`config.mk`:
```
export PLATFORM = sky130hd
export DESIGN_NAME = pvs_top
export DESIGN_NICKNAME = d
export VERILOG_FILES = /design/src/pvs_pkg.sv /design/src/pvs_top.sv
export SDC_FILE = /design/constraint.sdc
export NUM_CORES = 1
export LEC_CHECK = 0
export ABC_AREA = 1
export BUFFER_PORTS_ARGS = -buffer_cell sky130_fd_sc_hd__buf_2
export CAP_MARGIN = 10
export CORE_ASPECT_RATIO = 1.5
export CORE_MARGIN = 10
export CORE_UTILIZATION = 42
export CTS_CLUSTER_SIZE = 30
export DETAILED_ROUTE_END_ITERATION = 12
export SETUP_SLACK_MARGIN = 0.5
export SLEW_MARGIN = 20
export SYNTH_ARGS = -nofsm -noshare
export SYNTH_HDL_FRONTEND = slang
export SYNTH_SLANG_ARGS = --single-unit
```
`constraint.sdc`:
```
create_clock -name clk_sys -period 4.8 [get_ports clk_sys]
set_input_delay 0.72 -clock clk_sys [delete_from_list [all_inputs] [get_ports clk_sys]]
set_output_delay 0.72 -clock clk_sys [all_outputs]
set_load 0.05 [all_outputs]
```
`src/pvs_pkg.sv`:
```
// constants and types shared by the printer video serializer
package pvs_pkg;
  localparam int unsigned ADDR_W = 32;
  localparam int unsigned DATA_W = 32;
  localparam int unsigned FIFO_DEPTH = 4;
  localparam int unsigned PTR_W = 3;
  localparam int unsigned CNT_W = 16;
  localparam int unsigned MARGIN_W = 12;
  localparam int unsigned BIT_W = 5;
  localparam int unsigned DIV_W = 3;

  // register byte addresses
  localparam logic [ADDR_W-1:0] OFS_VID_CFG = 32'h1D0000B0;
  localparam logic [ADDR_W-1:0] OFS_VID_CTL = 32'h1D0000B4;
  localparam logic [ADDR_W-1:0] OFS_DMA_ADDR = 32'h1D0000B8;
  localparam logic [ADDR_W-1:0] OFS_DMA_CNT = 32'h1D0000BC;
  localparam logic [ADDR_W-1:0] OFS_ENG_SCAN = 32'h1D0000C0;
  localparam logic [ADDR_W-1:0] OFS_LINE_WORD_COUNT = 32'h1D0000C4;
  localparam logic [ADDR_W-1:0] OFS_BAND_LINE_COUNT = 32'h1D0000C8;
  localparam logic [ADDR_W-1:0] OFS_IRQ_STATUS = 32'h1D0000CC;
  localparam logic [ADDR_W-1:0] OFS_IRQ_MASK = 32'h1D0000D0;

  // video configuration fields
  localparam int unsigned CFG_INVERT = 0;
  localparam int unsigned CFG_SHIFT_DIR = 1;
  localparam int unsigned CFG_PLL_BYPASS = 2;
  localparam int unsigned CFG_HMARGIN_LSB = 4;
  localparam int unsigned CFG_VMARGIN_LSB = 16;
  // video control fields
  localparam int unsigned CTL_COUNT_DIR = 0;
  localparam int unsigned CTL_DMA_START = 1;
  // engine scan fields
  localparam int unsigned SCAN_BLANK = 0;
  localparam int unsigned SCAN_AUTO_RELOAD = 1;
  // interrupt status / mask fields
  localparam int unsigned IRQ_W = 4;
  localparam int unsigned IRQ_LINE = 0;
  localparam int unsigned IRQ_BAND = 1;
  localparam int unsigned IRQ_FETCHED = 2;
  localparam int unsigned IRQ_PAGE = 3;
  localparam int unsigned STAT_DMA_BUSY = 8;
  localparam int unsigned STAT_VID_BUSY = 9;

  localparam logic [DATA_W-1:0] REG_RESET = 32'h00000000;
  localparam logic [ADDR_W-1:0] WORD_STEP = 32'h00000004;
  localparam logic [DIV_W-1:0] PLL_DIV_LAST = 3'h7;
  localparam logic [BIT_W-1:0] BIT_LAST = 5'h1F;

  typedef enum logic [0:0] {
    DMA_IDLE = 1'h0,
    DMA_FETCH = 1'h1
  } pvs_dma_t;

  typedef enum logic [2:0] {
    VID_IDLE = 3'h0,
    VID_VSKIP = 3'h1,
    VID_HSKIP = 3'h3,
    VID_SHIFT = 3'h2,
    VID_LINE_END = 3'h6
  } pvs_vid_t;
endpackage

```
`src/pvs_top.sv`:
```
// printer video serializer: dma fetcher, word buffer, margin and shift logic, apb registers
//
// Chosen here: the APB register port.
`timescale 1ns/1ns
module pvs_top
  import pvs_pkg::*;
(
  input wire logic clk_sys,
  input wire logic rst_b,
  input wire logic psel,
  input wire logic penable,
  input wire logic pwrite,
  input wire logic [ADDR_W-1:0] paddr,
  input wire logic [DATA_W-1:0] pwdata,
  output logic [DATA_W-1:0] prdata,
  output logic pready,
  output logic pslverr,
  output logic memReq,
  output logic [ADDR_W-1:0] memAddr,
  input wire logic memAck,
  input wire logic [DATA_W-1:0] memData,
  input wire logic video_clock_in,
  input wire logic page_sync_n,
  input wire logic line_sync_n,
  output logic pixel_shift_clock,
  output logic videoOut,
  output logic irq
);
  logic [DATA_W-1:0] cfg_reg, ctl_reg, shadowAddr_reg, shadowCnt_reg, scan_reg;
  logic [DATA_W-1:0] lineWords_reg, bandLines_reg;
  logic [IRQ_W-1:0] status_reg, mask_reg;
  logic [DATA_W-1:0] prdata_reg;
  logic pready_reg, pslverr_reg, irq_reg;
  logic wrEn, accessStart, dmaStartReq;
  logic [DATA_W-1:0] readMux;
  logic readHit;

  logic [DATA_W-1:0] fifoMem [FIFO_DEPTH];
  logic [PTR_W-1:0] wrPtr_reg, rdPtr_reg;
  logic fifoFull, fifoEmpty, push, pop;

  pvs_dma_t dmaState_reg;
  logic [ADDR_W-1:0] dmaAddr_reg, memAddr_reg;
  logic [DATA_W-1:0] dmaCnt_reg;
  logic memReq_reg, fetchedEv;

  logic [2:0] vclkSync_reg, page_sync_n_reg, line_sync_n_reg;
  logic vclkLvl_reg, pageLvl_reg, lineLvl_reg;
  logic vclkRise, pageFall, lineFall, shiftTick;
  logic [DIV_W-1:0] div_reg;
  logic shiftClk_reg;

  pvs_vid_t vidState_reg;
  logic [MARGIN_W-1:0] vCnt_reg, hCnt_reg;
  logic vSkipping_reg;
  logic [CNT_W-1:0] wordsLeft_reg, linesLeft_reg;
  logic [DATA_W-1:0] shiftWord_reg;
  logic [BIT_W-1:0] bitCnt_reg;
  logic videoOut_reg, lineEv, bandEv;
  logic blankBand, wordAvail, curBit;

  // pixel taken from the current word in the chosen direction
  function automatic logic headBit(input logic [DATA_W-1:0] w, input logic lsbFirst);
    headBit = lsbFirst ? w[0] : w[DATA_W-1];
  endfunction

  function automatic logic [DATA_W-1:0] advance(input logic [DATA_W-1:0] w,
                                                input logic lsbFirst);
    advance = lsbFirst ? (w >> 1) : (w << 1);
  endfunction

  function automatic logic [ADDR_W-1:0] nextAddr(input logic [ADDR_W-1:0] a,
                                                 input logic down);
    nextAddr = down ? (a - WORD_STEP) : (a + WORD_STEP);
  endfunction

  // ---------------- apb slave, one wait state ----------------
  assign accessStart = psel && penable && !pready_reg;
  assign wrEn = psel && penable && pwrite && pready_reg;
  assign dmaStartReq = wrEn && (paddr == OFS_VID_CTL) && pwdata[CTL_DMA_START];

  always_comb begin
    readHit = 1'b1;
    readMux = REG_RESET;
    case (paddr)
      OFS_VID_CFG: readMux = cfg_reg;
      OFS_VID_CTL: readMux = ctl_reg;
      OFS_DMA_ADDR: readMux = dmaAddr_reg;
      OFS_DMA_CNT: readMux = dmaCnt_reg;
      OFS_ENG_SCAN: readMux = scan_reg;
      OFS_LINE_WORD_COUNT: readMux = lineWords_reg;
      OFS_BAND_LINE_COUNT: readMux = bandLines_reg;
      OFS_IRQ_STATUS: begin
        readMux[IRQ_W-1:0] = status_reg;
        readMux[STAT_DMA_BUSY] = (dmaState_reg == DMA_FETCH);
        readMux[STAT_VID_BUSY] = (vidState_reg != VID_IDLE);
      end
      OFS_IRQ_MASK: readMux[IRQ_W-1:0] = mask_reg;
      default: readHit = 1'b0;
    endcase
  end

  always_ff @(posedge clk_sys or negedge rst_b) begin
    if (!rst_b) begin
      pready_reg <= 1'b0;
      pslverr_reg <= 1'b0;
      prdata_reg <= REG_RESET;
    end else begin
      pready_reg <= accessStart;
      pslverr_reg <= accessStart && !readHit;
      if (accessStart && !pwrite) begin
        prdata_reg <= readMux;
      end
    end
  end

  always_ff @(posedge clk_sys or negedge rst_b) begin
    if (!rst_b) begin
      cfg_reg <= REG_RESET;
      ctl_reg <= REG_RESET;
      shadowAddr_reg <= REG_RESET;
      shadowCnt_reg <= REG_RESET;
      scan_reg <= REG_RESET;
      lineWords_reg <= REG_RESET;
      bandLines_reg <= REG_RESET;
      mask_reg <= '0;
    end else if (wrEn) begin
      case (paddr)
        OFS_VID_CFG: cfg_reg <= pwdata;
        OFS_VID_CTL: ctl_reg <= {pwdata[DATA_W-1:CTL_DMA_START+1], 1'b0, pwdata[CTL_COUNT_DIR]};
        OFS_DMA_ADDR: shadowAddr_reg <= pwdata;
        OFS_DMA_CNT: shadowCnt_reg <= pwdata;
        OFS_ENG_SCAN: scan_reg <= pwdata;
        OFS_LINE_WORD_COUNT: lineWords_reg <= pwdata;
        OFS_BAND_LINE_COUNT: bandLines_reg <= pwdata;
        OFS_IRQ_MASK: mask_reg <= pwdata[IRQ_W-1:0];
        default: ;
      endcase
    end
  end

  // sticky events; a new event in the clearing cycle survives
  always_ff @(posedge clk_sys or negedge rst_b) begin
    if (!rst_b) begin
      status_reg <= '0;
      irq_reg <= 1'b0;
    end else begin
      status_reg <= (status_reg & ~((wrEn && paddr == OFS_IRQ_STATUS) ?
                     pwdata[IRQ_W-1:0] : {IRQ_W{1'b0}}))
                    | {pageFall, fetchedEv, bandEv, lineEv};
      irq_reg <= |(status_reg & mask_reg);
    end
  end

  // ---------------- word buffer ----------------
  assign fifoEmpty = (wrPtr_reg == rdPtr_reg);
  assign fifoFull = (wrPtr_reg[PTR_W-1] != rdPtr_reg[PTR_W-1]) &&
                    (wrPtr_reg[PTR_W-2:0] == rdPtr_reg[PTR_W-2:0]);
  assign push = memReq_reg && memAck;

  always_ff @(posedge clk_sys) begin
    if (push) begin
      fifoMem[wrPtr_reg[PTR_W-2:0]] <= memData;
    end
  end

  // ---------------- dma fetcher ----------------
  always_ff @(posedge clk_sys or negedge rst_b) begin
    if (!rst_b) begin
      dmaState_reg <= DMA_IDLE;
      dmaAddr_reg <= REG_RESET;
      dmaCnt_reg <= REG_RESET;
      memReq_reg <= 1'b0;
      memAddr_reg <= REG_RESET;
      wrPtr_reg <= '0;
      fetchedEv <= 1'b0;
    end else begin
      fetchedEv <= 1'b0;
      case (dmaState_reg)
        DMA_IDLE: begin
          if (dmaStartReq) begin
            dmaAddr_reg <= shadowAddr_reg;
            dmaCnt_reg <= shadowCnt_reg;
            dmaState_reg <= DMA_FETCH;
          end
        end
        DMA_FETCH: begin
          // one request outstanding, issued only with a free slot, so no overflow
          if (!memReq_reg && !fifoFull && dmaCnt_reg != REG_RESET) begin
            memReq_reg <= 1'b1;
            memAddr_reg <= dmaAddr_reg;
          end else if (push) begin
            memReq_reg <= 1'b0;
            wrPtr_reg <= wrPtr_reg + 1'b1;
            dmaAddr_reg <= nextAddr(dmaAddr_reg, ctl_reg[CTL_COUNT_DIR]);
            dmaCnt_reg <= dmaCnt_reg - 1'b1;
            if (dmaCnt_reg == 32'h00000001) begin
              fetchedEv <= 1'b1;
              if (scan_reg[SCAN_AUTO_RELOAD]) begin
                dmaAddr_reg <= shadowAddr_reg;
                dmaCnt_reg <= shadowCnt_reg;
              end else begin
                dmaState_reg <= DMA_IDLE;
              end
            end
          end else if (dmaCnt_reg == REG_RESET && !memReq_reg) begin
            dmaState_reg <= DMA_IDLE;
          end
        end
        default: dmaState_reg <= DMA_IDLE;
      endcase
    end
  end

  // ---------------- engine pins: three stages, level taken when last two agree ----
  always_ff @(posedge clk_sys or negedge rst_b) begin
    if (!rst_b) begin
      vclkSync_reg <= '0;
      page_sync_n_reg <= 3'h7;
      line_sync_n_reg <= 3'h7;
      vclkLvl_reg <= 1'b0;
      pageLvl_reg <= 1'b1;
      lineLvl_reg <= 1'b1;
    end else begin
      vclkSync_reg <= {vclkSync_reg[1:0], video_clock_in};
      page_sync_n_reg <= {page_sync_n_reg[1:0], page_sync_n};
      line_sync_n_reg <= {line_sync_n_reg[1:0], line_sync_n};
      if (vclkSync_reg[1] == vclkSync_reg[2]) vclkLvl_reg <= vclkSync_reg[2];
      if (page_sync_n_reg[1] == page_sync_n_reg[2]) pageLvl_reg <= page_sync_n_reg[2];
      if (line_sync_n_reg[1] == line_sync_n_reg[2]) lineLvl_reg <= line_sync_n_reg[2];
    end
  end

  assign vclkRise = !vclkLvl_reg && (vclkSync_reg[1] == vclkSync_reg[2]) && vclkSync_reg[2];
  assign pageFall = pageLvl_reg && (page_sync_n_reg[1] == page_sync_n_reg[2]) && !page_sync_n_reg[2];
  assign lineFall = lineLvl_reg && (line_sync_n_reg[1] == line_sync_n_reg[2]) && !line_sync_n_reg[2];
  assign shiftTick = vclkRise &&
                     (cfg_reg[CFG_PLL_BYPASS] || div_reg == PLL_DIV_LAST);

  // divide-by-eight shift clock; restarts on line sync so pixels line up with it
  always_ff @(posedge clk_sys or negedge rst_b) begin
    if (!rst_b) begin
      div_reg <= '0;
      shiftClk_reg <= 1'b0;
    end else begin
      if (lineFall) begin
        div_reg <= '0;
      end else if (vclkRise) begin
        div_reg <= div_reg + 1'b1;
      end
      shiftClk_reg <= cfg_reg[CFG_PLL_BYPASS] ? vclkLvl_reg : div_reg[DIV_W-1];
    end
  end

  // ---------------- video shifter ----------------
  assign blankBand = scan_reg[SCAN_BLANK];
  assign wordAvail = blankBand || !fifoEmpty;
  assign pop = (vidState_reg == VID_SHIFT) && shiftTick && bitCnt_reg == '0 &&
               !blankBand && !fifoEmpty;
  assign curBit = (bitCnt_reg == '0) ?
                  (blankBand ? 1'b0 : headBit(fifoMem[rdPtr_reg[PTR_W-2:0]],
                                              cfg_reg[CFG_SHIFT_DIR])) :
                  headBit(shiftWord_reg, cfg_reg[CFG_SHIFT_DIR]);

  always_ff @(posedge clk_sys or negedge rst_b) begin
    if (!rst_b) begin
      vidState_reg <= VID_IDLE;
      vCnt_reg <= '0;
      hCnt_reg <= '0;
      vSkipping_reg <= 1'b0;
      wordsLeft_reg <= '0;
      linesLeft_reg <= '0;
      shiftWord_reg <= REG_RESET;
      bitCnt_reg <= '0;
      rdPtr_reg <= '0;
      videoOut_reg <= 1'b0;
      lineEv <= 1'b0;
      bandEv <= 1'b0;
    end else begin
      lineEv <= 1'b0;
      bandEv <= 1'b0;
      if (pageFall) begin
        vCnt_reg <= cfg_reg[CFG_VMARGIN_LSB +: MARGIN_W];
        vSkipping_reg <= 1'b1;
        linesLeft_reg <= '0;
        videoOut_reg <= cfg_reg[CFG_INVERT];
        vidState_reg <= VID_VSKIP;
      end else if (lineFall && vidState_reg != VID_IDLE) begin
        if (vSkipping_reg) begin
          // field of n-1 leaves the skip after exactly n lines
          if (vCnt_reg == '0) vSkipping_reg <= 1'b0;
          else vCnt_reg <= vCnt_reg - 1'b1;
          vidState_reg <= VID_VSKIP;
        end else begin
          hCnt_reg <= cfg_reg[CFG_HMARGIN_LSB +: MARGIN_W];
          wordsLeft_reg <= lineWords_reg[CNT_W-1:0];
          if (linesLeft_reg == '0) linesLeft_reg <= bandLines_reg[CNT_W-1:0];
          bitCnt_reg <= '0;
          vidState_reg <= VID_HSKIP;
        end
        videoOut_reg <= cfg_reg[CFG_INVERT];
      end else if (shiftTick) begin
        case (vidState_reg)
          VID_HSKIP: begin
            if (hCnt_reg == '0) vidState_reg <= VID_SHIFT;
            else hCnt_reg <= hCnt_reg - 1'b1;
          end
          VID_SHIFT: begin
            // an empty buffer holds the line until a word lands; the pixel stays idle
            if (wordsLeft_reg == '0) begin
              videoOut_reg <= cfg_reg[CFG_INVERT];
              vidState_reg <= VID_LINE_END;
            end else if (bitCnt_reg != '0 || wordAvail) begin
              videoOut_reg <= curBit ^ cfg_reg[CFG_INVERT];
              bitCnt_reg <= bitCnt_reg + 1'b1;
              if (bitCnt_reg == '0) begin
                shiftWord_reg <= advance(blankBand ? REG_RESET :
                  fifoMem[rdPtr_reg[PTR_W-2:0]], cfg_reg[CFG_SHIFT_DIR]);
                if (pop) rdPtr_reg <= rdPtr_reg + 1'b1;
                if (wordsLeft_reg == 16'h0001) begin
                  lineEv <= 1'b1;
                  if (linesLeft_reg == 16'h0001) bandEv <= 1'b1;
                  linesLeft_reg <= linesLeft_reg - 1'b1;
                end
              end else begin
                shiftWord_reg <= advance(shiftWord_reg, cfg_reg[CFG_SHIFT_DIR]);
              end
              if (bitCnt_reg == BIT_LAST) wordsLeft_reg <= wordsLeft_reg - 1'b1;
            end else begin
              videoOut_reg <= cfg_reg[CFG_INVERT];
            end
          end
          VID_LINE_END, VID_VSKIP, VID_IDLE: ;
          default: vidState_reg <= VID_IDLE;
        endcase
      end
    end
  end

  assign prdata = prdata_reg;
  assign pready = pready_reg;
  assign pslverr = pslverr_reg;
  assign memReq = memReq_reg;
  assign memAddr = memAddr_reg;
  assign pixel_shift_clock = shiftClk_reg;
  assign videoOut = videoOut_reg;
  assign irq = irq_reg;
endmodule

```
==> results.py <==
metrics = {
    "status": {
        "outcome": "finished, final reports clean",
    },
    "power": {
        "p_int_uw": 9690,
        "swShare_pct": 34.5,
        "power_switching_uw": 5090,
        "p_per_area_nw_per_um2": 417,
        "ir_worst_vdd_mv": 0.391,
        "comb_power_share_pct": 23.5,
        "p_clk_share_pct": 33.0,
        "leakagePower_uw": 0.0175,
        "power_frac_seq_pct": 43.5,
    },
    "yosys": {
        "synthTopCellsByArea": "dfrtp_1 (38%), nand2_1 (17%), edfxtp_1 (12%)",
        "syn_area_sq_um": 31700,
        "synth_area_leader_cell": "dfrtp_1",
        "synth_top_area_share_pct": 37.8,
        "avgSynthCellArea_sq_um": 7.81,
        "synth_edf_count": 128,
        "synth_fp_nets": 4217,
        "synthFlopType": "dfrtp_1",
        "yosysMostFrequentCell": "nand2_1",
        "netlist_instances": 4062,
        "ys.warnings.count": 0,
        "synth_seq_area_share_pct": 50.5,
        "ys_async_sr_fraction_pct": 79.2,
        "synth_common_cells": "nand2_1 (1421), dfrtp_1 (479), inv_1 (379)",
        "synth.distinct_cells": 52,
        "synth_seq_cells": 615,
    },
    "routing": {
        "drtIter0Drc": 2196,
        "ant_nets": 0,
        "dr_wl_met3_um": 4350,
        "routed.top_layer": "met5",
        "m1WireLength_um": 40500,
        "firstDrtPassIters": 6,
        "viasPerCell": 5.11,
        "wl_um": 92300,
        "vias": 26600,
        "post_drt_wl_per_cell_um": 17.7,
        "route.met2.wl_um": 44200,
        "drc": 0,
    },
    "global_route": {
        "grt_overflow": 0,
        "first_global_vias": 25400,
        "antenna_found_initial": 1,
        "grt_max_degree": 109,
        "grt_usage_pct": 20.9,
        "grt_pass1_wl_um": 145000,
    },
    "placement": {
        "gp_congestion": 0.921,
        "port_buffers": 174,
        "dpl.hpwl_um": 65900,
    },
    "floorplanning": {
        "die_w_um": 244,
        "core_sq_um": 74900,
        "die-area_sq_um": 87200,
        "die_y_um": 357,
        "start_util_pct": 42.3,
        "rows": 123,
        "num_io_pins": 175,
    },
    "clocking": {
        "clkLatencyLatePin_ns": 0.67,
        "cts_tree": "yes",
        "root_buffer": "clkbuf_16",
        "cts.clk_slew.worst_paths_ns": 0.07,
        "cts_hold_buf": 0,
        "htree_num_levels": 2,
        "post-cts-setup-buffers": 0,
        "cts_buffers": 60,
        "cts.sinks": 615,
        "cts_buffer_depth": 3,
        "ctsResizeCount": 0,
    },
    "sta": {
        "finalHoldViolCount": 0,
        "drv_slew": 0,
        "rsz0062_at_grt": "false",
        "period_share_pct": 62.5,
        "tightest_slew_ns": 1.03,
        "final.setup.tns_ns": 0,
        "timing.final.crit_period_ns": 3.00,
        "slew_headroom_pct": 30.8,
        "setup_viol": 0,
        "max_freq_mhz": 333,
        "skew_ns": 0.0422,
    },
    "setup_path": {
        "endpoint_kind": "flip-flop",
        "arrival_ns": 3.56,
        "rrSetupSlack_ns": 1.80,
        "crit_path_start_kind": "flip-flop",
        "critical_path_class": "flip-flop to flip-flop",
        "crit_required_ns": 5.36,
        "cp_max_fo": 75,
    },
    "cells_and_area": {
        "drive_above_1_share_pct": 9.61,
        "final_nets": 4317,
        "area_delta_synth_final_pct": 11.8,
        "largest_reg_flops": 128,
        "final_util_pct": 47.3,
        "diodes": 0,
    },
    "flow_run": {
        "drv_cap": 0,
    },
    "hold_path": {
        "min_path_type": "primary input to async pin",
    },
}
power by group through the flow:
stage | combinational (uW) | clock, uW | sequential (uW)
final | 3470 | 4880 | 6430
after global routing | 3920 | 5190 | 6490
after global placement | 3440 | 0 | 6510
after floorplan | 2240 | 0 | 6610
after CTS | 3490 | 5000 | 6420
after detailed placement | 3470 | 0 | 6520
through the flow:
step	hold slack [ns]	cells	power, uW	worst slack [ns]	cell area, sq um
finish	0.0513	5214	14800	1.80	35500
CTS	0.119	5214	14900	1.78	35500
detailed placement	0.339	5100	9990	1.16	33500
global route	0.133	5214	15600	1.51	35500
floorplan	0.331	4062	8850	2.12	31700
global placement	0.335	5100	9960	1.26	33500
layout by cell type, fill, tap and decap left out, types with 10 or more instances in the layout:
| cell | Yosys | layout |
|---|---|---|
| nand4_1 | 20 | 20 |
| nor2_1 | 324 | 317 |
| buf_4 | 10 | 35 |
| xnor2_1 | 22 | 22 |
| inv_1 | 379 | 378 |
| xor2_1 | 35 | 35 |
| o221ai_1 | 30 | 30 |
| edfxtp_1 | 128 | 128 |
| o21ai_0 | 342 | 342 |
| clkinv_2 | 0 | 14 |
| o22ai_1 | 16 | 16 |
| o211ai_1 | 44 | 44 |
| a21oi_1 | 44 | 44 |
| o21ai_1 | 119 | 119 |
| buf_2 | 50 | 173 |
| nand3_1 | 297 | 297 |
| dfrtp_1 | 479 | 478 |
| clkbuf_16 | 0 | 60 |
| nor3_1 | 18 | 18 |
| inv_2 | 10 | 10 |
| o211ai_2 | 12 | 12 |
| nand2_1 | 1421 | 1420 |
| nor2_2 | 23 | 29 |
| ha_1 | 49 | 49 |
cell type report:
class	instances	area [sq um]
repair buffers	213	1220
multi-input cells	2881	13500
flip-flops and latches	615	16000
well taps	1000	1250
inverters	391	1470
clock inverters	38	389
clock buffers	76	1630
fillers	7485	39500
critical path, stage by stage, from the launching register on:
cell and delay [ns]:
dfrtp_1 0.46, nor2_1 0.19, nand2_1 0.12, nor2_1 0.15, nand2_1 0.19, o21ai_2 0.27, nand2_4 0.51, inv_2 0.52
nand2_1 0.19, o21a_1 0.24
worst paths after layout:
kind | start | cells past startpoint | to
max | dmaCnt_reg[21] | 9 | dmaAddr_reg[0]
min | rst_b | 1 | memAddr[0]
max reg2reg | dmaCnt_reg[21] | 9 | dmaAddr_reg[0]
min reg2reg | vclkSync_reg[0] | 0 | vclkSync_reg[1]
max in group asynchronous | rst_b | 2 | memAddr[23]
min in group clk_sys | line_sync_n | 1 | line_sync_n_reg[0]
kinds of logic (layout without fill, tap and decap cells):
group	after synthesis	count (layout)	synth area share, %
xor+xnor	57	57	1.57
flops	615	615	50.5
fa+ha+maj	51	51	2.03
simple gates	2143	2143	27.5
buf+inv	566	718	7.18
mux	3	3	0.0946
compound gates	627	627	11.1
metal layers:
layer,global-route usage (%),vias to the layer above
li1,-,13300
met1,27.1,12500
met2,35.1,653
met3,2.75,158
met4,7.77,2
met5,0,-
Note: power is estimated with default switching activity, not from simulation.
